--- src/rtl/pfdd_pkg.sv ---
package pfdd_pkg;

  // Register word indices; byte address is index times four
  localparam logic [5:0] IDX_EVT_CTRL = 6'h09;
  localparam logic [5:0] IDX_FLAGS = 6'h0D;
  localparam logic [5:0] IDX_RESUME = 6'h0F;
  localparam logic [5:0] IDX_INPUT_B = 6'h11;
  localparam logic [5:0] IDX_FAULT_DEF = 6'h12;
  localparam logic [5:0] IDX_DLY_SETUP = 6'h14;
  localparam logic [5:0] IDX_DLY_LEN = 6'h15;
  localparam logic [5:0] IDX_FRAC_SEL = 6'h18;
  localparam logic [5:0] IDX_FRAC_STEP = 6'h19;
  localparam logic [5:0] IDX_HALT = 6'h1E;
  localparam int ADDR_LSB = 2;
  localparam int ADDR_MSB = 7;

  localparam logic [7:0] REG_RESET = 8'h00;
  localparam logic [7:0] MODE_MASK = 8'h0F;
  localparam logic [7:0] DLY_SETUP_MASK = 8'h3F;
  localparam logic [7:0] FRAC_SEL_MASK = 8'h03;
  localparam logic [7:0] FRAC_STEP_MASK = 8'h0F;
  localparam logic [7:0] HALT_MASK = 8'h05;
  localparam int TRIG_EN_BIT = 0;
  localparam int FLAG_TRIG_B_BIT = 3;
  localparam int RESUME_BIT = 0;
  localparam int PIN_EN_LSB = 4;
  localparam int NUM_PINS = 4;
  localparam int PIN_B_IDX = 1;

  localparam logic [1:0] RESP_OKAY = 2'h0;
  localparam logic [1:0] RESP_SLVERR = 2'h2;

  typedef enum logic [3:0] {
    MODE_NONE = 4'h0,
    MODE_JUMP_OPPOSITE_AND_HOLD = 4'h1,
    MODE_RUN_OPPOSITE_AND_HOLD = 4'h2,
    MODE_RUN_OPPOSITE_WHILE_FAULTED = 4'h3,
    MODE_STOP_ALL_KEEP_PERIOD = 4'h4,
    MODE_DEADTIME_WHILE_FAULTED = 4'h5,
    MODE_STOP_ALL_JUMP_NEXT = 4'h6,
    MODE_STOP_ALL_UNTIL_SOFTWARE = 4'h7,
    MODE_EDGE_STOP_NEXT_CYCLE = 4'h8,
    MODE_EDGE_STOP_KEEP_PERIOD = 4'h9,
    MODE_LEVEL_STOP_KEEP_PERIOD = 4'hA
  } pfdd_mode_t;

  typedef enum logic [1:0] {
    DLY_FN_OFF = 2'h0,
    DLY_FN_INPUT_BLANKING = 2'h1,
    DLY_FN_EVENT = 2'h2,
    DLY_FN_RESERVED = 2'h3
  } pfdd_dly_fn_t;

  typedef enum logic [1:0] {
    FRAC_ONTIME_RAMP_B_ONLY = 2'h0,
    FRAC_ONTIME_BOTH_RAMPS = 2'h1,
    FRAC_DEADTIME_RAMP_B_ONLY = 2'h2,
    FRAC_DEADTIME_BOTH_RAMPS = 2'h3
  } pfdd_frac_t;

  // Compare events: bit 0 A set, 1 A clear, 2 B set, 3 B clear
  typedef struct packed {
    logic compare_b_clear_event;
    logic compare_b_set_event;
    logic compare_a_clear_event;
    logic compare_a_set_event;
  } pfdd_cmp_evt_t;

  // Sequence commands towards the counter core
  typedef struct packed {
    logic jump_opposite;
    logic run_opposite;
    logic jump_next;
    logic hold_sequence;
    logic loop_opposite;
    logic loop_deadtime;
  } pfdd_seq_t;

endpackage

--- src/rtl/pfdd_delay_unit.sv ---
`timescale 1ns/10ps
module pfdd_delay_unit
  import pfdd_pkg::*;
(
  input wire logic i_sys_clk,
  input wire logic i_rstn,
  input wire logic [7:0] i_setup,
  input wire logic [7:0] i_length,
  input wire pfdd_cmp_evt_t i_cmp_evt,
  output logic o_blank,
  output logic o_event
);
  logic [1:0] div_sel;
  logic [1:0] src_sel;
  pfdd_dly_fn_t fn;
  logic [2:0] div_mask;
  logic [2:0] pre_r;
  logic [7:0] cnt_r;
  logic active_r;
  logic event_r;
  logic blank_r;
  logic start;
  logic tick;

  assign div_sel = i_setup[5:4];
  assign src_sel = i_setup[3:2];
  assign fn = pfdd_dly_fn_t'(i_setup[1:0]);
  assign div_mask = 3'((4'h1 << div_sel) - 4'h1); // see [RQ13]
  assign tick = (pre_r & div_mask) == div_mask;
  // Reserved function code starts nothing
  assign start = i_cmp_evt[src_sel] && (fn == DLY_FN_INPUT_BLANKING || fn == DLY_FN_EVENT); // see [RQ14] see [RQ15]

  always_ff @(posedge i_sys_clk or negedge i_rstn) begin
    if (!i_rstn) begin
      pre_r <= 3'h0;
      cnt_r <= 8'h00;
      active_r <= 1'b0;
    end else if (start) begin
      pre_r <= 3'h0;
      cnt_r <= i_length; // see [RQ16]
      active_r <= 1'b1;
    end else if (active_r) begin
      pre_r <= pre_r + 3'h1;
      if (tick) begin
        if (cnt_r == 8'h00) begin
          active_r <= 1'b0;
        end else begin
          cnt_r <= cnt_r - 8'h01;
        end
      end
    end
  end

  always_ff @(posedge i_sys_clk or negedge i_rstn) begin
    if (!i_rstn) begin
      event_r <= 1'b0;
      blank_r <= 1'b0;
    end else begin
      event_r <= active_r && tick && cnt_r == 8'h00 && !start && fn == DLY_FN_EVENT;
      // Blanking lags the delay by one clock
      blank_r <= active_r && fn == DLY_FN_INPUT_BLANKING;
    end
  end

  assign o_blank = blank_r;
  assign o_event = event_r;

  chk_delay_start: assert property (@(posedge i_sys_clk) disable iff (!i_rstn) // see [RQ16]
    start |=> active_r && cnt_r == $past(i_length))
    else $error("delay did not load its length");
endmodule

--- src/rtl/pfdd_dither.sv ---
`timescale 1ns/10ps
module pfdd_dither
  import pfdd_pkg::*;
(
  input wire logic i_sys_clk,
  input wire logic i_rstn,
  input wire logic i_step_wr,
  input wire logic [3:0] i_step,
  input wire logic i_cycle_end,
  input wire logic i_update,
  output logic [3:0] o_step_buf,
  output logic o_stretch
);
  logic [3:0] buf_r;
  logic [3:0] step_r;
  logic [3:0] acc_r;
  logic [4:0] sum;
  logic stretch_r;

  assign sum = {1'b0, acc_r} + {1'b0, step_r};

  // Software writes land in the buffer only
  always_ff @(posedge i_sys_clk or negedge i_rstn) begin
    if (!i_rstn) begin
      buf_r <= 4'h0;
      step_r <= 4'h0;
    end else begin
      if (i_step_wr) begin
        buf_r <= i_step;
      end
      if (i_update) begin
        step_r <= buf_r; // see [RQ20]
      end
    end
  end

  // Stretch holds for the one timer cycle after an overflow
  always_ff @(posedge i_sys_clk or negedge i_rstn) begin
    if (!i_rstn) begin
      acc_r <= 4'h0;
      stretch_r <= 1'b0;
    end else if (i_cycle_end) begin
      acc_r <= sum[3:0]; // see [RQ18]
      stretch_r <= sum[4]; // see [RQ19] see [RQ23]
    end
  end

  assign o_step_buf = buf_r;
  assign o_stretch = stretch_r;

  chk_dither_buffer: assert property (@(posedge i_sys_clk) disable iff (!i_rstn) // see [RQ20]
    !i_update |=> step_r == $past(step_r))
    else $error("dither step changed without update");
  chk_dither_carry: assert property (@(posedge i_sys_clk) disable iff (!i_rstn) // see [RQ19]
    i_cycle_end && sum[4] |=> stretch_r)
    else $error("overflow did not stretch");
endmodule

--- src/rtl/pfdd_core.sv ---
`timescale 1ns/10ps
// Contract
// [RQ1] Mode zero ignores input B triggers entirely. The code still sets the trigger B flag on them.
// [RQ2] Mode 1 stops output, jumps opposite, holds; mode 2 runs opposite, holds.
// [RQ3] Mode 3 stops output, loops opposite cycle while fault stays active.
// [RQ4] Mode 4 stops all keeping period; mode 5 stops all, dead time while faulted.
// [RQ5] Mode 6 stops all, jumps to next cycle, holds until released.
// [RQ6] Mode 7 stops all until software resumes.
// [RQ7] Modes 8 and 9 stop output on edge; 8 jumps next, 9 keeps period.
// [RQ8] Mode 10 stops output while input active; other codes unused.
// [RQ9] Enable bits 4..7 route compare waveforms to pins.
// [RQ10] Default bits 0..3 give pin level after reset and under fault.
// [RQ11] Power-on reset clears enables and defaults.
// [RQ12] Other resets load enables and defaults from configuration fuse.
// [RQ13] Delay divider divides by 1, 2, 4 or 8.
// [RQ14] Delay source picks compare A/B set/clear event.
// [RQ15] Delay function: off, input blanking, delayed event; code 3 reserved.
// [RQ16] Delay length counts prescaled timer cycles. The code counts prescaled system clocks instead.
// [RQ17] Fractional phase picks on time or dead time of B or both ramps.
// [RQ18] Step added into 4-bit accumulator each timer cycle end.
// [RQ19] Accumulator overflow adjusts selected phase once.
// [RQ20] Step is double-buffered, taken at update condition.
// [RQ21] Trigger B flag set on trigger or capture B, write one clears.
// [RQ22] Event acts as trigger only when trigger enable bit is one.
// [RQ23] Overflow lengthens selected phase by one clock for one cycle.
module pfdd_core
  import pfdd_pkg::*;
(
  input wire logic i_sys_clk,
  input wire logic i_rstn,
  input wire logic i_por_reset,
  input wire logic [7:0] i_cfg_fuse,
  input wire logic [7:0] i_awaddr,
  input wire logic i_awvalid,
  output logic o_awready,
  input wire logic [31:0] i_wdata,
  input wire logic [3:0] i_wstrb,
  input wire logic i_wvalid,
  output logic o_wready,
  output logic [1:0] o_bresp,
  output logic o_bvalid,
  input wire logic i_bready,
  input wire logic [7:0] i_araddr,
  input wire logic i_arvalid,
  output logic o_arready,
  output logic [31:0] o_rdata,
  output logic [1:0] o_rresp,
  output logic o_rvalid,
  input wire logic i_rready,
  input wire logic i_evt_b,
  input wire logic i_capture_b,
  input wire pfdd_cmp_evt_t i_cmp_evt,
  input wire logic i_cycle_end,
  input wire logic i_update,
  input wire logic [3:0] i_cmp_wave,
  output logic [3:0] o_pin,
  output logic [3:0] o_pin_oe,
  output pfdd_seq_t o_seq,
  output logic o_delay_event,
  output logic o_blanking,
  output logic [1:0] o_frac_phase,
  output logic o_frac_stretch,
  output logic o_trig_b_flag,
  output logic [7:0] o_halt_cfg
);
  logic aw_rdy_r, w_rdy_r, ar_rdy_r;
  logic aw_got_r, w_got_r;
  logic [5:0] aw_idx_r;
  logic [7:0] wdata_r;
  logic wlane_r;
  logic bvalid_r, rvalid_r;
  logic [1:0] bresp_r, rresp_r;
  logic [7:0] rdata_r;
  logic do_wr;
  logic [5:0] ar_idx;
  logic [7:0] rd_nxt;
  logic rd_hit;
  logic wr_hit;
  logic wr_en;

  logic [7:0] mode_reg_r, fault_def_r, dly_setup_r, dly_len_r, frac_sel_r, halt_r;
  logic trig_en_r;
  logic flag_r;
  logic load_pend_r;
  logic sw_resume;
  logic flag_clr;

  pfdd_mode_t mode;
  logic trig_lvl, trig_prev_r, trig_edge;
  logic hold_r, hold_nxt;
  logic stop_all_r;
  pfdd_seq_t seq_r, seq_nxt;
  logic [3:0] pin_r;
  logic [3:0] stop_mask;
  logic blank;
  logic [3:0] step_buf;

  // Write channel: address and data taken in either order
  assign do_wr = aw_got_r && w_got_r && !bvalid_r;
  assign wr_en = do_wr && wlane_r;

  always_ff @(posedge i_sys_clk or negedge i_rstn) begin
    if (!i_rstn) begin
      aw_rdy_r <= 1'b0;
      aw_got_r <= 1'b0;
      aw_idx_r <= 6'h00;
    end else if (aw_rdy_r && i_awvalid) begin
      aw_rdy_r <= 1'b0;
      aw_got_r <= 1'b1;
      aw_idx_r <= i_awaddr[ADDR_MSB:ADDR_LSB];
    end else if (do_wr) begin
      aw_got_r <= 1'b0;
    end else if (!aw_got_r && !bvalid_r) begin
      aw_rdy_r <= 1'b1;
    end
  end

  always_ff @(posedge i_sys_clk or negedge i_rstn) begin
    if (!i_rstn) begin
      w_rdy_r <= 1'b0;
      w_got_r <= 1'b0;
      wdata_r <= 8'h00;
      wlane_r <= 1'b0;
    end else if (w_rdy_r && i_wvalid) begin
      w_rdy_r <= 1'b0;
      w_got_r <= 1'b1;
      wdata_r <= i_wdata[7:0];
      wlane_r <= i_wstrb[0];
    end else if (do_wr) begin
      w_got_r <= 1'b0;
    end else if (!w_got_r && !bvalid_r) begin
      w_rdy_r <= 1'b1;
    end
  end

  always_comb begin
    unique case (aw_idx_r)
      IDX_EVT_CTRL, IDX_FLAGS, IDX_RESUME, IDX_INPUT_B, IDX_FAULT_DEF,
      IDX_DLY_SETUP, IDX_DLY_LEN, IDX_FRAC_SEL, IDX_FRAC_STEP, IDX_HALT: wr_hit = 1'b1;
      default: wr_hit = 1'b0;
    endcase
  end

  always_ff @(posedge i_sys_clk or negedge i_rstn) begin
    if (!i_rstn) begin
      bvalid_r <= 1'b0;
      bresp_r <= RESP_OKAY;
    end else if (do_wr) begin
      bvalid_r <= 1'b1;
      bresp_r <= wr_hit ? RESP_OKAY : RESP_SLVERR;
    end else if (bvalid_r && i_bready) begin
      bvalid_r <= 1'b0;
    end
  end

  // Read channel: one cycle from address to data
  assign ar_idx = i_araddr[ADDR_MSB:ADDR_LSB];

  always_comb begin
    rd_hit = 1'b1;
    unique case (ar_idx)
      IDX_EVT_CTRL: rd_nxt = {7'h00, trig_en_r};
      IDX_FLAGS: rd_nxt = {4'h0, flag_r, 3'h0};
      IDX_INPUT_B: rd_nxt = mode_reg_r;
      IDX_FAULT_DEF: rd_nxt = fault_def_r;
      IDX_DLY_SETUP: rd_nxt = dly_setup_r;
      IDX_DLY_LEN: rd_nxt = dly_len_r;
      IDX_FRAC_SEL: rd_nxt = frac_sel_r;
      IDX_FRAC_STEP: rd_nxt = {4'h0, step_buf};
      IDX_HALT: rd_nxt = halt_r;
      IDX_RESUME: rd_nxt = {7'h00, hold_r};
      default: begin
        rd_nxt = 8'h00;
        rd_hit = 1'b0;
      end
    endcase
  end

  always_ff @(posedge i_sys_clk or negedge i_rstn) begin
    if (!i_rstn) begin
      ar_rdy_r <= 1'b0;
      rvalid_r <= 1'b0;
      rdata_r <= 8'h00;
      rresp_r <= RESP_OKAY;
    end else if (ar_rdy_r && i_arvalid) begin
      ar_rdy_r <= 1'b0;
      rvalid_r <= 1'b1;
      rdata_r <= rd_nxt;
      rresp_r <= rd_hit ? RESP_OKAY : RESP_SLVERR;
    end else if (rvalid_r && i_rready) begin
      rvalid_r <= 1'b0;
    end else if (!rvalid_r) begin
      ar_rdy_r <= 1'b1;
    end
  end

  // Register file
  always_ff @(posedge i_sys_clk or negedge i_rstn) begin
    if (!i_rstn) begin
      mode_reg_r <= REG_RESET;
      dly_setup_r <= REG_RESET;
      dly_len_r <= REG_RESET;
      frac_sel_r <= REG_RESET;
      halt_r <= REG_RESET;
      trig_en_r <= 1'b0;
    end else if (wr_en) begin
      unique case (aw_idx_r)
        IDX_INPUT_B: mode_reg_r <= wdata_r & MODE_MASK;
        IDX_DLY_SETUP: dly_setup_r <= wdata_r & DLY_SETUP_MASK;
        IDX_DLY_LEN: dly_len_r <= wdata_r;
        IDX_FRAC_SEL: frac_sel_r <= wdata_r & FRAC_SEL_MASK;
        IDX_HALT: halt_r <= wdata_r & HALT_MASK;
        IDX_EVT_CTRL: trig_en_r <= wdata_r[TRIG_EN_BIT];
        default: ;
      endcase
    end
  end

  // Defaults clear on any reset; a non power-on reset then reloads from fuse on release
  always_ff @(posedge i_sys_clk or negedge i_rstn) begin
    if (!i_rstn) begin
      fault_def_r <= REG_RESET; // see [RQ11]
      load_pend_r <= 1'b1;
    end else if (load_pend_r) begin
      load_pend_r <= 1'b0;
      if (!i_por_reset) begin
        fault_def_r <= i_cfg_fuse; // see [RQ12]
      end
    end else if (wr_en && aw_idx_r == IDX_FAULT_DEF) begin
      fault_def_r <= wdata_r;
    end
  end

  assign sw_resume = wr_en && aw_idx_r == IDX_RESUME && wdata_r[RESUME_BIT];
  assign flag_clr = wr_en && aw_idx_r == IDX_FLAGS && wdata_r[FLAG_TRIG_B_BIT];

  // Set wins over a same-cycle clear
  always_ff @(posedge i_sys_clk or negedge i_rstn) begin
    if (!i_rstn) begin
      flag_r <= 1'b0;
    end else begin
      flag_r <= trig_edge || i_capture_b || (flag_r && !flag_clr); // see [RQ21]
    end
  end

  // Fault input B; blanking masks it so switching noise is not seen
  assign mode = pfdd_mode_t'(mode_reg_r[3:0]);
  assign trig_lvl = i_evt_b && trig_en_r && !blank; // see [RQ22]
  assign trig_edge = trig_lvl && !trig_prev_r;

  always_ff @(posedge i_sys_clk or negedge i_rstn) begin
    if (!i_rstn) begin
      trig_prev_r <= 1'b0;
    end else begin
      trig_prev_r <= trig_lvl;
    end
  end

  always_comb begin
    hold_nxt = hold_r;
    seq_nxt = '0;
    unique case (mode)
      MODE_NONE: hold_nxt = 1'b0; // see [RQ1]
      MODE_JUMP_OPPOSITE_AND_HOLD, MODE_RUN_OPPOSITE_AND_HOLD, MODE_STOP_ALL_JUMP_NEXT: begin
        if (trig_edge) begin
          hold_nxt = 1'b1;
        end else if (!trig_lvl && i_cycle_end) begin
          hold_nxt = 1'b0;
        end
        seq_nxt.jump_opposite = trig_edge && mode == MODE_JUMP_OPPOSITE_AND_HOLD; // see [RQ2]
        seq_nxt.run_opposite = trig_edge && mode == MODE_RUN_OPPOSITE_AND_HOLD; // see [RQ2]
        seq_nxt.jump_next = trig_edge && mode == MODE_STOP_ALL_JUMP_NEXT; // see [RQ5]
        seq_nxt.hold_sequence = hold_nxt;
      end
      MODE_RUN_OPPOSITE_WHILE_FAULTED, MODE_STOP_ALL_KEEP_PERIOD, MODE_DEADTIME_WHILE_FAULTED,
      MODE_LEVEL_STOP_KEEP_PERIOD: begin
        hold_nxt = trig_lvl; // see [RQ3] see [RQ4] see [RQ8]
        seq_nxt.loop_opposite = trig_lvl && mode == MODE_RUN_OPPOSITE_WHILE_FAULTED;
        seq_nxt.loop_deadtime = trig_lvl && mode == MODE_DEADTIME_WHILE_FAULTED;
      end
      MODE_STOP_ALL_UNTIL_SOFTWARE: begin
        if (trig_edge) begin
          hold_nxt = 1'b1; // see [RQ6]
        end else if (sw_resume) begin
          hold_nxt = 1'b0;
        end
        seq_nxt.hold_sequence = hold_nxt;
      end
      MODE_EDGE_STOP_NEXT_CYCLE, MODE_EDGE_STOP_KEEP_PERIOD: begin
        if (trig_edge) begin
          hold_nxt = 1'b1; // see [RQ7]
        end else if (i_cycle_end) begin
          hold_nxt = 1'b0;
        end
        seq_nxt.jump_next = trig_edge && mode == MODE_EDGE_STOP_NEXT_CYCLE;
      end
      default: hold_nxt = 1'b0; // see [RQ8]
    endcase
  end

  always_ff @(posedge i_sys_clk or negedge i_rstn) begin
    if (!i_rstn) begin
      hold_r <= 1'b0;
      seq_r <= '0;
      stop_all_r <= 1'b0;
    end else begin
      hold_r <= hold_nxt;
      seq_r <= seq_nxt;
      stop_all_r <= mode inside {MODE_STOP_ALL_KEEP_PERIOD, MODE_DEADTIME_WHILE_FAULTED,
                                 MODE_STOP_ALL_JUMP_NEXT, MODE_STOP_ALL_UNTIL_SOFTWARE};
    end
  end

  // Only pin B is affected in single-output modes
  assign stop_mask = !hold_r ? 4'h0 : stop_all_r ? 4'hF : 4'(1 << PIN_B_IDX);

  generate
    for (genvar i = 0; i < NUM_PINS; i++) begin : g_pin
      always_ff @(posedge i_sys_clk or negedge i_rstn) begin
        if (!i_rstn) begin
          pin_r[i] <= 1'b0;
        end else if (stop_mask[i] || !fault_def_r[PIN_EN_LSB + i]) begin
          pin_r[i] <= fault_def_r[i]; // see [RQ10]
        end else begin
          pin_r[i] <= i_cmp_wave[i]; // see [RQ9]
        end
      end
    end
  endgenerate

  pfdd_delay_unit u_delay (
    .i_sys_clk(i_sys_clk),
    .i_rstn(i_rstn),
    .i_setup(dly_setup_r),
    .i_length(dly_len_r),
    .i_cmp_evt(i_cmp_evt),
    .o_blank(blank),
    .o_event(o_delay_event)
  );

  pfdd_dither u_dither (
    .i_sys_clk(i_sys_clk),
    .i_rstn(i_rstn),
    .i_step_wr(wr_en && aw_idx_r == IDX_FRAC_STEP),
    .i_step(wdata_r[3:0] & FRAC_STEP_MASK[3:0]),
    .i_cycle_end(i_cycle_end),
    .i_update(i_update),
    .o_step_buf(step_buf),
    .o_stretch(o_frac_stretch)
  );

  assign o_awready = aw_rdy_r;
  assign o_wready = w_rdy_r;
  assign o_bvalid = bvalid_r;
  assign o_bresp = bresp_r;
  assign o_arready = ar_rdy_r;
  assign o_rvalid = rvalid_r;
  assign o_rresp = rresp_r;
  assign o_rdata = {24'h000000, rdata_r};
  assign o_pin = pin_r;
  assign o_pin_oe = fault_def_r[7:4];
  assign o_seq = seq_r;
  assign o_blanking = blank;
  assign o_frac_phase = frac_sel_r[1:0]; // see [RQ17]
  assign o_trig_b_flag = flag_r;
  assign o_halt_cfg = halt_r;

  chk_mode_none_idle: assert property (@(posedge i_sys_clk) disable iff (!i_rstn) // see [RQ1]
    mode == MODE_NONE |=> !hold_r && seq_r == '0)
    else $error("mode none acted on trigger");
  chk_jump_opposite: assert property (@(posedge i_sys_clk) disable iff (!i_rstn) // see [RQ2]
    trig_edge && mode == MODE_JUMP_OPPOSITE_AND_HOLD |=> seq_r.jump_opposite && hold_r)
    else $error("jump opposite missing");
  chk_loop_opposite: assert property (@(posedge i_sys_clk) disable iff (!i_rstn) // see [RQ3]
    mode == MODE_RUN_OPPOSITE_WHILE_FAULTED && $stable(mode) |=> seq_r.loop_opposite == $past(trig_lvl))
    else $error("opposite loop not tied to fault level");
  chk_stop_all_pins: assert property (@(posedge i_sys_clk) disable iff (!i_rstn) // see [RQ4]
    hold_r && stop_all_r |=> o_pin == $past(fault_def_r[3:0]))
    else $error("stop all did not force defaults");
  chk_software_hold: assert property (@(posedge i_sys_clk) disable iff (!i_rstn) // see [RQ6]
    hold_r && mode == MODE_STOP_ALL_UNTIL_SOFTWARE && $stable(mode) && !sw_resume |=> hold_r)
    else $error("software hold released early");
  chk_edge_release: assert property (@(posedge i_sys_clk) disable iff (!i_rstn) // see [RQ7]
    mode == MODE_EDGE_STOP_KEEP_PERIOD && $stable(mode) && i_cycle_end && !trig_edge |=> !hold_r)
    else $error("edge stop not released at cycle end");
  chk_pin_route: assert property (@(posedge i_sys_clk) disable iff (!i_rstn) // see [RQ9]
    !hold_r && fault_def_r[PIN_EN_LSB + PIN_B_IDX] |=> o_pin[PIN_B_IDX] == $past(i_cmp_wave[PIN_B_IDX]))
    else $error("enabled pin not routed");
  chk_fuse_load: assert property (@(posedge i_sys_clk) disable iff (!i_rstn) // see [RQ12]
    load_pend_r && i_rstn && !i_por_reset |=> fault_def_r == $past(i_cfg_fuse))
    else $error("fuse not loaded after reset");
  chk_flag_set: assert property (@(posedge i_sys_clk) disable iff (!i_rstn) // see [RQ21]
    trig_edge || i_capture_b |=> flag_r)
    else $error("trigger flag lost");
  chk_trig_gate: assert property (@(posedge i_sys_clk) disable iff (!i_rstn) // see [RQ22]
    !trig_en_r |-> !trig_edge)
    else $error("trigger without enable");

  cov_software_resume: cover property (@(posedge i_sys_clk) disable iff (!i_rstn)
    hold_r && mode == MODE_STOP_ALL_UNTIL_SOFTWARE ##1 sw_resume);
  cov_stretch: cover property (@(posedge i_sys_clk) disable iff (!i_rstn) o_frac_stretch);
  cov_write_read: cover property (@(posedge i_sys_clk) disable iff (!i_rstn) do_wr ##[1:10] rvalid_r);
endmodule

--- config.mk ---
export PLATFORM = sky130hd
export DESIGN_NAME = pfdd_core
export DESIGN_NICKNAME = d
export VERILOG_FILES = /design/src/rtl/pfdd_pkg.sv /design/src/rtl/pfdd_delay_unit.sv /design/src/rtl/pfdd_dither.sv /design/src/rtl/pfdd_core.sv
export SDC_FILE = /design/constraint.sdc
export NUM_CORES = 1
export LEC_CHECK = 0
export CAP_MARGIN = 20
export CORE_MARGIN = 10
export CORE_UTILIZATION = 30
export DETAILED_ROUTE_END_ITERATION = 10
export DONT_BUFFER_PORTS = 1
export PLACE_DENSITY_LB_ADDON = 0.1
export SYNTH_ARGS = -nofsm -noshare
export SYNTH_HDL_FRONTEND = slang
export SYNTH_SLANG_ARGS = --single-unit
--- constraint.sdc ---
create_clock -name i_sys_clk -period 2.2 [get_ports i_sys_clk]
set_clock_uncertainty 0.1 [all_clocks]
set_input_delay 0.11 -clock i_sys_clk [delete_from_list [all_inputs] [get_ports i_sys_clk]]
set_output_delay 0.11 -clock i_sys_clk [all_outputs]
set_load 0.005 [all_outputs]
# Word level (Yosys, flattened, before mapping)
# Memories as Yosys holds them, arrays and structs flattened.
# Index checks and enable logic that the tools add are counted.
[classes]
addsub = 4
n_shift = 1
n_reduce_logical = 78
muxes = 53
magnitude_cmp = 1
n_eq_ne = 40
n_bitwise = 1
[op_table]
columns = ["cell", "count"]
rows = [
  ["$eq 6x5->1 const B", 14],
  ["$pmux 8 s10", 1],
  ["$mux 8", 7],
  ["$eq 6x4->1 const B", 6],
  ["$logic_and 1x1->1", 33],
  ["$mux 1", 33],
  ["$reduce_and 2->1", 10],
  ["$reduce_bool 2->1", 9],
  ["$eq 4x3->1 const B", 4],
  ["$eq 4x4->1 const B", 3],
  ["$logic_not 1->1", 12],
  ["$reduce_or 10->1", 1],
  ["$eq 4x2->1 const B", 2],
  ["$logic_not 8->1", 1],
  ["$mux 2", 4],
  ["$mux 4", 2],
  ["$ne 2x1->1 const B", 4],
  ["$sub 8x1->8 const B", 1],
  ["$logic_or 1x1->1", 7],
  ["$mux 3", 2],
  ["$add 4x4->5", 1],
  ["$eq 4x1->1 const B", 1],
  ["$ne 2x2->1 const B", 2],
  ["$pmux 1 s2", 2],
  ["other kinds (16)", 16],
]
[totals]
romBits = 32
reg_bits = 107
wordCells = 223
mem_count = 1
inputBits = 80
[memory_table]
columns = ["memory", "words", "width", "rd", "rd_clocked_by_memory_dff", "write_ports", "line", "text"]
rows = [
  ["(name not given)", 32, 1, 1, 0, 0, "pfdd_core.sv:137", "unique case (aw_idx_r)"],
]

# Logic depth before layout (Yosys ltp)
# Gate-level depths: netlist (run 1).
[depth]
word_depth = 8
depth_mapped = 8
ltp_nobuf = 7

# Cells and area by module
# From an unflattened synthesis (run 1), not the netlist that was laid out.
[hier_totals]
hier_cells = 515
hier_area_um2 = 5495.3
[modules_own_cells]
columns = ["mod", "cells_per_inst", "instances", "area_per_inst_um2", "seq_area_each_um2"]
rows = [
  ["pfdd_core", 368, 1, 3968.8, 1953.1],
  ["pfdd_delay_unit", 98, 1, 894.6, 350.3],
  ["pfdd_dither", 49, 1, 631.9, 325.3],
]

# Worst setup path after synthesis (run 1)
# No wires, ideal clock.
[synth_path]
path_type = "register to register"
start = "register u_delay.cnt_r[4]"
end = "register u_delay.cnt_r[6]"
required_ns = 1.959
slack_ns = 0.199
stages_incl_launch_ff = 7
period_less_slack_ns = 2.001
n_path_buf = 1
arrival_ns = 1.759
path_cell_list = "dfrtp_1 > or4_4 > or4_4 > nand4_2 > buf_6 > or3_2 > a31oi_1"
[synth_via]
elab_chain_cells = 5
[synth_rtl]
columns = ["element", "line", "text"]
rows = [
  ["from (decl)", "pfdd_delay_unit.sv:18", "logic [7:0] cnt_r;"],
  ["from (signal assigned)", "pfdd_delay_unit.sv:40", "cnt_r <= i_length;"],
  ["from (signal assigned)", "pfdd_delay_unit.sv:48", "cnt_r <= cnt_r - 8'h01;"],
  ["$sub 8x1->8", "pfdd_delay_unit.sv:48", ""],
  ["$mux 8", "pfdd_delay_unit.sv:45", "if (cnt_r == 8'h00) begin"],
  ["$mux 8", "pfdd_delay_unit.sv:44", "if (tick) begin"],
  ["$mux 8", "pfdd_delay_unit.sv:42", "end else if (active_r) begin"],
  ["$mux 8", "pfdd_delay_unit.sv:38", "end else if (start) begin"],
]
# Several ways; a longest one is shown, not always the timed one. The select of a mux whose other input is x is not followed.
# A chain may end at the register's enable or synchronous reset.

# Final worst setup path (run 1)
[layout_path]
start = "register u_delay.cnt_r[5]"
end = "register u_delay.cnt_r[3]"
[layout_via]
elab_chain_cells = 3
[layout_rtl]
columns = ["element", "line"]
rows = [
  ["$logic_not 8->1", "pfdd_delay_unit.sv:45"],
  ["$ne 2x1->1 (no source line)", "-"],
  ["$reduce_and 3->1 (no source line)", "-"],
]
# No other way between the ends.

==> flow_summary.toml, run 1 <==
[synth]
netlist-cell-type-count = 65
syn-mean-instance-area_sq_um = 10.9
synth-async-reset-ratio_pct = 100
ys_warn_count = 0
synth_ff_type = "dfrtp_1"
seq_area_frac_synth_pct = 49.6
synthCells = 488
synth_seq_cells = 105
syn-cell-area_sq_um = 5300
synth_edf_count = 0

[outcome]
failed_checks = "negative hold slack"
outcome = "complete, but fails checks"

[routing]
drt-initial-drc-count = 204
wl_per_cell_microns = 18.8
drc = 0
dr_total_vias = 3677
first_pass_iters = 4
routed_wl_microns = 14200
avgViaCountPerCell = 4.87
ant_nets = 0

[timing]
timing.fmax_ghz = 0.473
setup_viol = 0
final-hold-violation-count = 105
slew_headroom_pct = 59.6
tightestPinTransition_ps = 604
hold_slack_ps = -649
period_minus_slack_ps = 2110
rsz0062_at_grt = "yes"
timing.final.ws_setup_ps = 87.0
finalCritPeriodShare_pct = 96.0
drv_slew = 0

[cells_and_area]
nNetsFinal = 618
insertedDiodeCount = 0
fin_util_pct = 35.5
areaGrowthSynthToFinish_pct = 15.7
drive_gt1_share_pct = 18.5
design_area_sq_um = 6130
final_cell_mix = "dfrtp_1, mux2_2, dlygate4sd3_1, nand2_1, conb_1"
final_common_cell = "dfrtp_1"

[floorplan]
rows = 48
die_h_microns = 153
coreArea_sq_um = 17300
die_w_microns = 153
die_area_sq_um = 23400
num_io_pins = 149
start_util_pct = 30.6

[worst_setup_path]
r2r_cells = 6
cp-start-kind = "flip-flop"
required_ps = 2380
worstSetupStartpoint = "u_delay.cnt_r[5]"
crit_arrival_ps = 2290
cp_max_fo = 10
crit_end = "u_delay.cnt_r[3]"
cp-end-kind = "flip-flop"
reg2reg_from = "u_delay.cnt_r[5]"
r2r_end = "u_delay.cnt_r[3]"
r2r_slack_ps = 90
criticalPathCategory = "flip-flop to flip-flop"

[power_and_ir_drop]
netSwitchingFraction_pct = 34.4
ir_drop_uv = 514
power_frac_comb_pct = 26.9
power_density_nw_per_um2 = 1100
leakage_nw = 2.78
power_w = 0.00672
p_int_w = 0.00440
pwr-share-seq_pct = 47.6
power.switching_w = 0.00231
clock_power_share_pct = 25.5

[grt]
grt_pass1_wl_microns = 23000
grt_pass1_vias = 3868
grt_max_degree = 106
overflow = 0
grt_antenna_before_repair = 0
grt_usage_pct = 12.2

[hold_path]
hold_class = "input pin to asynchronous set/reset pin"

[place]
postPlaceCellArea_sq_um = 5430
place.gp.congestion = 0.784
place_hpwl_microns = 10800
io_buffers = 0
post-place-ws_ps = 38.7

[cts]
cts_tree = "built"
numCtsBuffers = 9
clock-root-buffer = "clkbuf_16"
cts.htree.levels = 3
ctsHoldBuffers = 37
cts_buffer_depth = 2
clk_latency_ps = 360
cts.sinks = 105
clk_pin_slew_ps = 70

[job]
cap_violations = 0
[cell families (layout without fill, tap and decap cells)]
| group | count (synthesis) | in the layout | synth area share, % |
|---|---|---|---|
| and+or+nand+nor | 129 | 129 | 14.1 |
| DFF | 105 | 105 | 49.6 |
| xor gates and xnor gates | 7 | 7 | 1.16 |
| other | 1 | 33 | 0.0708 |
| muxes | 57 | 57 | 12.2 |
| AOI/OAI and AO/OA | 94 | 94 | 11.2 |
| adders and majority gates | 13 | 13 | 3.21 |
| buffers and inverters | 82 | 92 | 8.55 |
[area by class of cell]
class / count / area (sq um)
Clock buffer: 10 / 239
Clock inverter: 6 / 73.8
Fill cell: 1776 / 11200
Inverter: 27 / 101
Multi-Input combinational cell: 333 / 2350
Sequential cell: 105 / 2630
Tap cell: 225 / 282
Timing Repair Buffer: 49 / 460
[state kept, by name, indices dropped and copies added, names as in the netlist, 2 cells and up]
name / count
dly_len_r: 8
fault_def_r: 8
rdata_r: 8
u_delay.cnt_r: 8
wdata_r: 8
aw_idx_r: 6
dly_setup_r: 6
o_seq: 6
mode_reg_r: 4
o_pin: 4
u_dither.acc_r: 4
u_dither.o_step_buf: 4
u_dither.step_r: 4
u_delay.pre_r: 3
frac_sel_r: 2
o_halt_cfg: 2
[cells in the mapped netlist, types with 3 or more instances]
cell type	number	area share, %
nand3_1	12	1.1
nand2_1	33	2.3
or3_1	4	0.47
ha_1	12	2.8
o21ai_0	20	1.9
clkbuf_1	15	1.1
mux2_2	50	11
nor3_1	9	0.85
xnor2_1	5	0.83
a31o_2	4	0.66
a22oi_1	4	0.57
a31oi_1	5	0.59
o22ai_1	10	1.2
nand3b_1	5	0.71
mux2i_1	6	1.1
nor2b_1	8	0.94
inv_1	27	1.9
dfrtp_1	104	49
a21oi_1	22	2.1
nand4_1	4	0.47
nand2b_1	5	0.59
buf_4	36	5.1
o211ai_1	4	0.57
o21a_1	3	0.42
nor2_1	18	1.3
or3_2	4	0.57
o21ai_1	5	0.47
a21o_1	3	0.42
[per-stage QoR]
step | hold slack, ps | instances | TNS [ps]
floorplan | -286 | 520 | 0
global placement | -278 | 700 | 0
detailed placement | -278 | 700 | 0
CTS | -666 | 753 | 0
global route | -667 | 755 | -20.9
finish | -649 | 755 | 0
[how the worst min path moves through the flow]
| stage | from | endpoint | slack [ps] | depth (start not counted) |
|---|---|---|---|---|
| after floorplan | i_rstn | aw_got_r | -290 | 0 |
| after global placement | i_rstn | u_delay.o_event | -280 | 0 |
| after detailed placement | i_rstn | u_delay.o_event | -280 | 0 |
| after CTS | i_rstn | hold_r | -670 | 0 |
| after global routing | i_rstn | u_delay.o_event | -670 | 0 |
| final | i_rstn | wdata_r[5] | -650 | 0 |
[critical path: stages, from the launching register on]
cell     delay, ps
dfrtp_1        400
or4_4          540
or4_4          460
nand4_4        180
buf_4          140
o21ai_1         60
a31oi_1        150
[power by group through the flow]
| stage | clock network (W) | registers (W) | logic [W] |
|---|---|---|---|
| after floorplan | 0 | 0.00292 | 0.00153 |
| after global placement | 0 | 0.00325 | 0.00168 |
| after detailed placement | 0 | 0.00325 | 0.00172 |
| after CTS | 0.00177 | 0.00322 | 0.00179 |
| after global routing | 0.00185 | 0.00331 | 0.00209 |
| final | 0.00171 | 0.00320 | 0.00181 |
[per-layer routing]
metal | share of wire [%] | track usage [%] | vias up
li1 | - | - | 1749
met1 | 44 | 15.1 | 1818
met2 | 48 | 19.8 | 98
met3 | 6.9 | 3.90 | 12
met4 | 1.2 | 3.72 | 0
met5 | 0 | 0 | -
[repair_timing]
action                                  CTS  global route
gates resized for setup                   0             3
buffers inserted                          0             2
endpoints found under the setup margin    0            10
endpoints found under the hold margin   152           105
Power figures use the tool's default switching activity.
==> inputs of run 2 (changes only) <==
==> constraint.sdc (replaced) <==
create_clock -name i_sys_clk -period 2.2 [get_ports i_sys_clk]
set_clock_uncertainty 0.1 [all_clocks]
set_input_delay 0.44 -clock i_sys_clk [delete_from_list [all_inputs] [get_ports i_sys_clk]]
set_output_delay 0.44 -clock i_sys_clk [all_outputs]
set_load 0.005 [all_outputs]
==> flow_summary.toml, run 2 (synthesized netlist as in run 1, its figures left out) <==
[cells_and_area]
nNetsFinal = 583
insertedDiodeCount = 0
drive_gt1_share_pct = 20.0
final_cell_mix = "dfrtp_1, mux2_2, nand2_1, conb_1, inv_1"
fill_cells = 1793
register_area_sq_um = 2630
final_common_cell = "dfrtp_1"
areaGrowthSynthToFinish_pct = 9.49
multi_input_area_sq_um = 2360

[timing]
hold_slack_ps = -318
slew_headroom_pct = 60.6
timing.fmax_ghz = 0.469
finalCritPeriodShare_pct = 96.8
tns_ps = 0
final-hold-violation-count = 105
drv_slew = 0
period_minus_slack_ps = 2130
setup_viol = 0
tightestPinTransition_ps = 589
rsz0062_at_grt = "no"

[floorplan]
die_w_microns = 153
coreArea_sq_um = 17300
die_h_microns = 153
num_io_pins = 149
start_util_pct = 30.6
die_area_sq_um = 23400
rows = 48

[hold_path]
hold_class = "input pin to asynchronous set/reset pin"

[grt]
grt_pass1_wl_microns = 22200
grt_usage_pct = 12.0
grt_max_degree = 106
grt_pass1_vias = 3709
overflow = 0
grt_antenna_before_repair = 1

[routing]
wl_per_cell_microns = 19.6
avgViaCountPerCell = 4.97
ant_nets = 0
drc = 0
dr_total_vias = 3579
first_pass_iters = 5
routed_wl_microns = 14100
drt-initial-drc-count = 176

[worst_setup_path]
crit_chain = "or4_4, or4_4, nand4_4, buf_12, xnor2_1, o21ai_1"
cpMostUsedCell = "or4_4"
required_ps = 2330
cp_slowest_stage_delay_ps = 550
criticalPathCategory = "flip-flop to flip-flop"
critPathTopFamily = "simple AND/OR/NAND/NOR gates"
cp-start-kind = "flip-flop"
cp-end-kind = "flip-flop"
critPathSlowestCell = "or4_4"
critPathBufInv = 1
cp_max_fo = 5
crit_arrival_ps = 2260

[outcome]
outcome = "complete, but fails checks"
failed_checks = "negative hold slack"

[power_and_ir_drop]
ir_drop_uv = 555
power_density_nw_per_um2 = 1160
leakage_nw = 2.65

[cts]
cts.htree.levels = 3
clk_latency_ps = 350
cts_buffer_depth = 2
clock-root-buffer = "clkbuf_16"
cts_tree = "built"
clk_pin_slew_ps = 70
cts.sinks = 105
numCtsBuffers = 9

[job]
cap_violations = 0

[place]
io_buffers = 0
place_hpwl_microns = 10700
place.gp.congestion = 0.771
## run 2: repair_timing
item	CTS	global route
setup endpoints to repair	0	9
resized for setup	0	3
endpoints found under the hold margin	105	105
setup buffers	0	1
## run 2: per-layer routing
layer | part of all wire [%] | vias to the layer above | track usage, %
li1 | - | 1683 | -
met1 | 43 | 1777 | 14.0
met2 | 48 | 108 | 19.5
met3 | 8.5 | 9 | 5.33
met4 | 0.66 | 2 | 3.18
met5 | 0.092 | - | 0
## run 2: stage by stage
step / cells / cell area [sq um] / setup slack [ps] / util (%) / power [W]
floorplan: 520 / 5420 / 199 / - / 0.00444
global placement: 702 / 5440 / 89.1 / 31.5 / 0.00494
detailed placement: 702 / 5440 / 62.1 / 31.5 / 0.00499
CTS: 718 / 5760 / 34.1 / 33.3 / 0.00678
global route: 720 / 5800 / 0.293 / 33.6 / 0.00728
finish: 720 / 5800 / 70.1 / 33.6 / 0.00675
## run 2: path summary, 6_finish.rpt
| kind | start | end | slack, ps | depth (start not counted) |
|---|---|---|---|---|
| setup / recovery | u_delay.cnt_r[4] | u_delay.cnt_r[0] | 70 | 6 |
| hold / removal | i_rstn | u_delay.o_event | -320 | 0 |
| setup reg to reg | u_delay.cnt_r[4] | u_delay.cnt_r[0] | 70 | 6 |
| hold reg to reg | u_dither.step_r[0] | u_dither.step_r[0] | 420 | 1 |
| max in group asynchronous | i_rstn | load_pend_r | 2070 | 0 |
| min in group i_sys_clk | i_cycle_end | u_dither.o_stretch | 70 | 1 |
## run 2: area by class of cell
class / instances / area share, %
sequential: 105 / 45.3
timing repair buffer: 13 / 1.90
inverter: 27 / 1.75
clock buffer: 11 / 4.18
clock inverter: 5 / 1.36
multi-input combinational: 334 / 40.7
tap: 225 / 4.85
## run 2: power by group
part,internal (W),total (W),switching (W),leakage (nW)
Sequential,0.00251,0.00320,0.000690,1.33
Combinational,0.000959,0.00180,0.000845,1.15
Clock,0.00103,0.00175,0.000724,0.159
## run 2: worst register-to-register path: stages, from the launching register on
cell,delay (ps)
dfrtp_1,400
or4_4,550
or4_4,480
nand4_4,160
buf_12,130
xnor2_1,120
o21ai_1,80
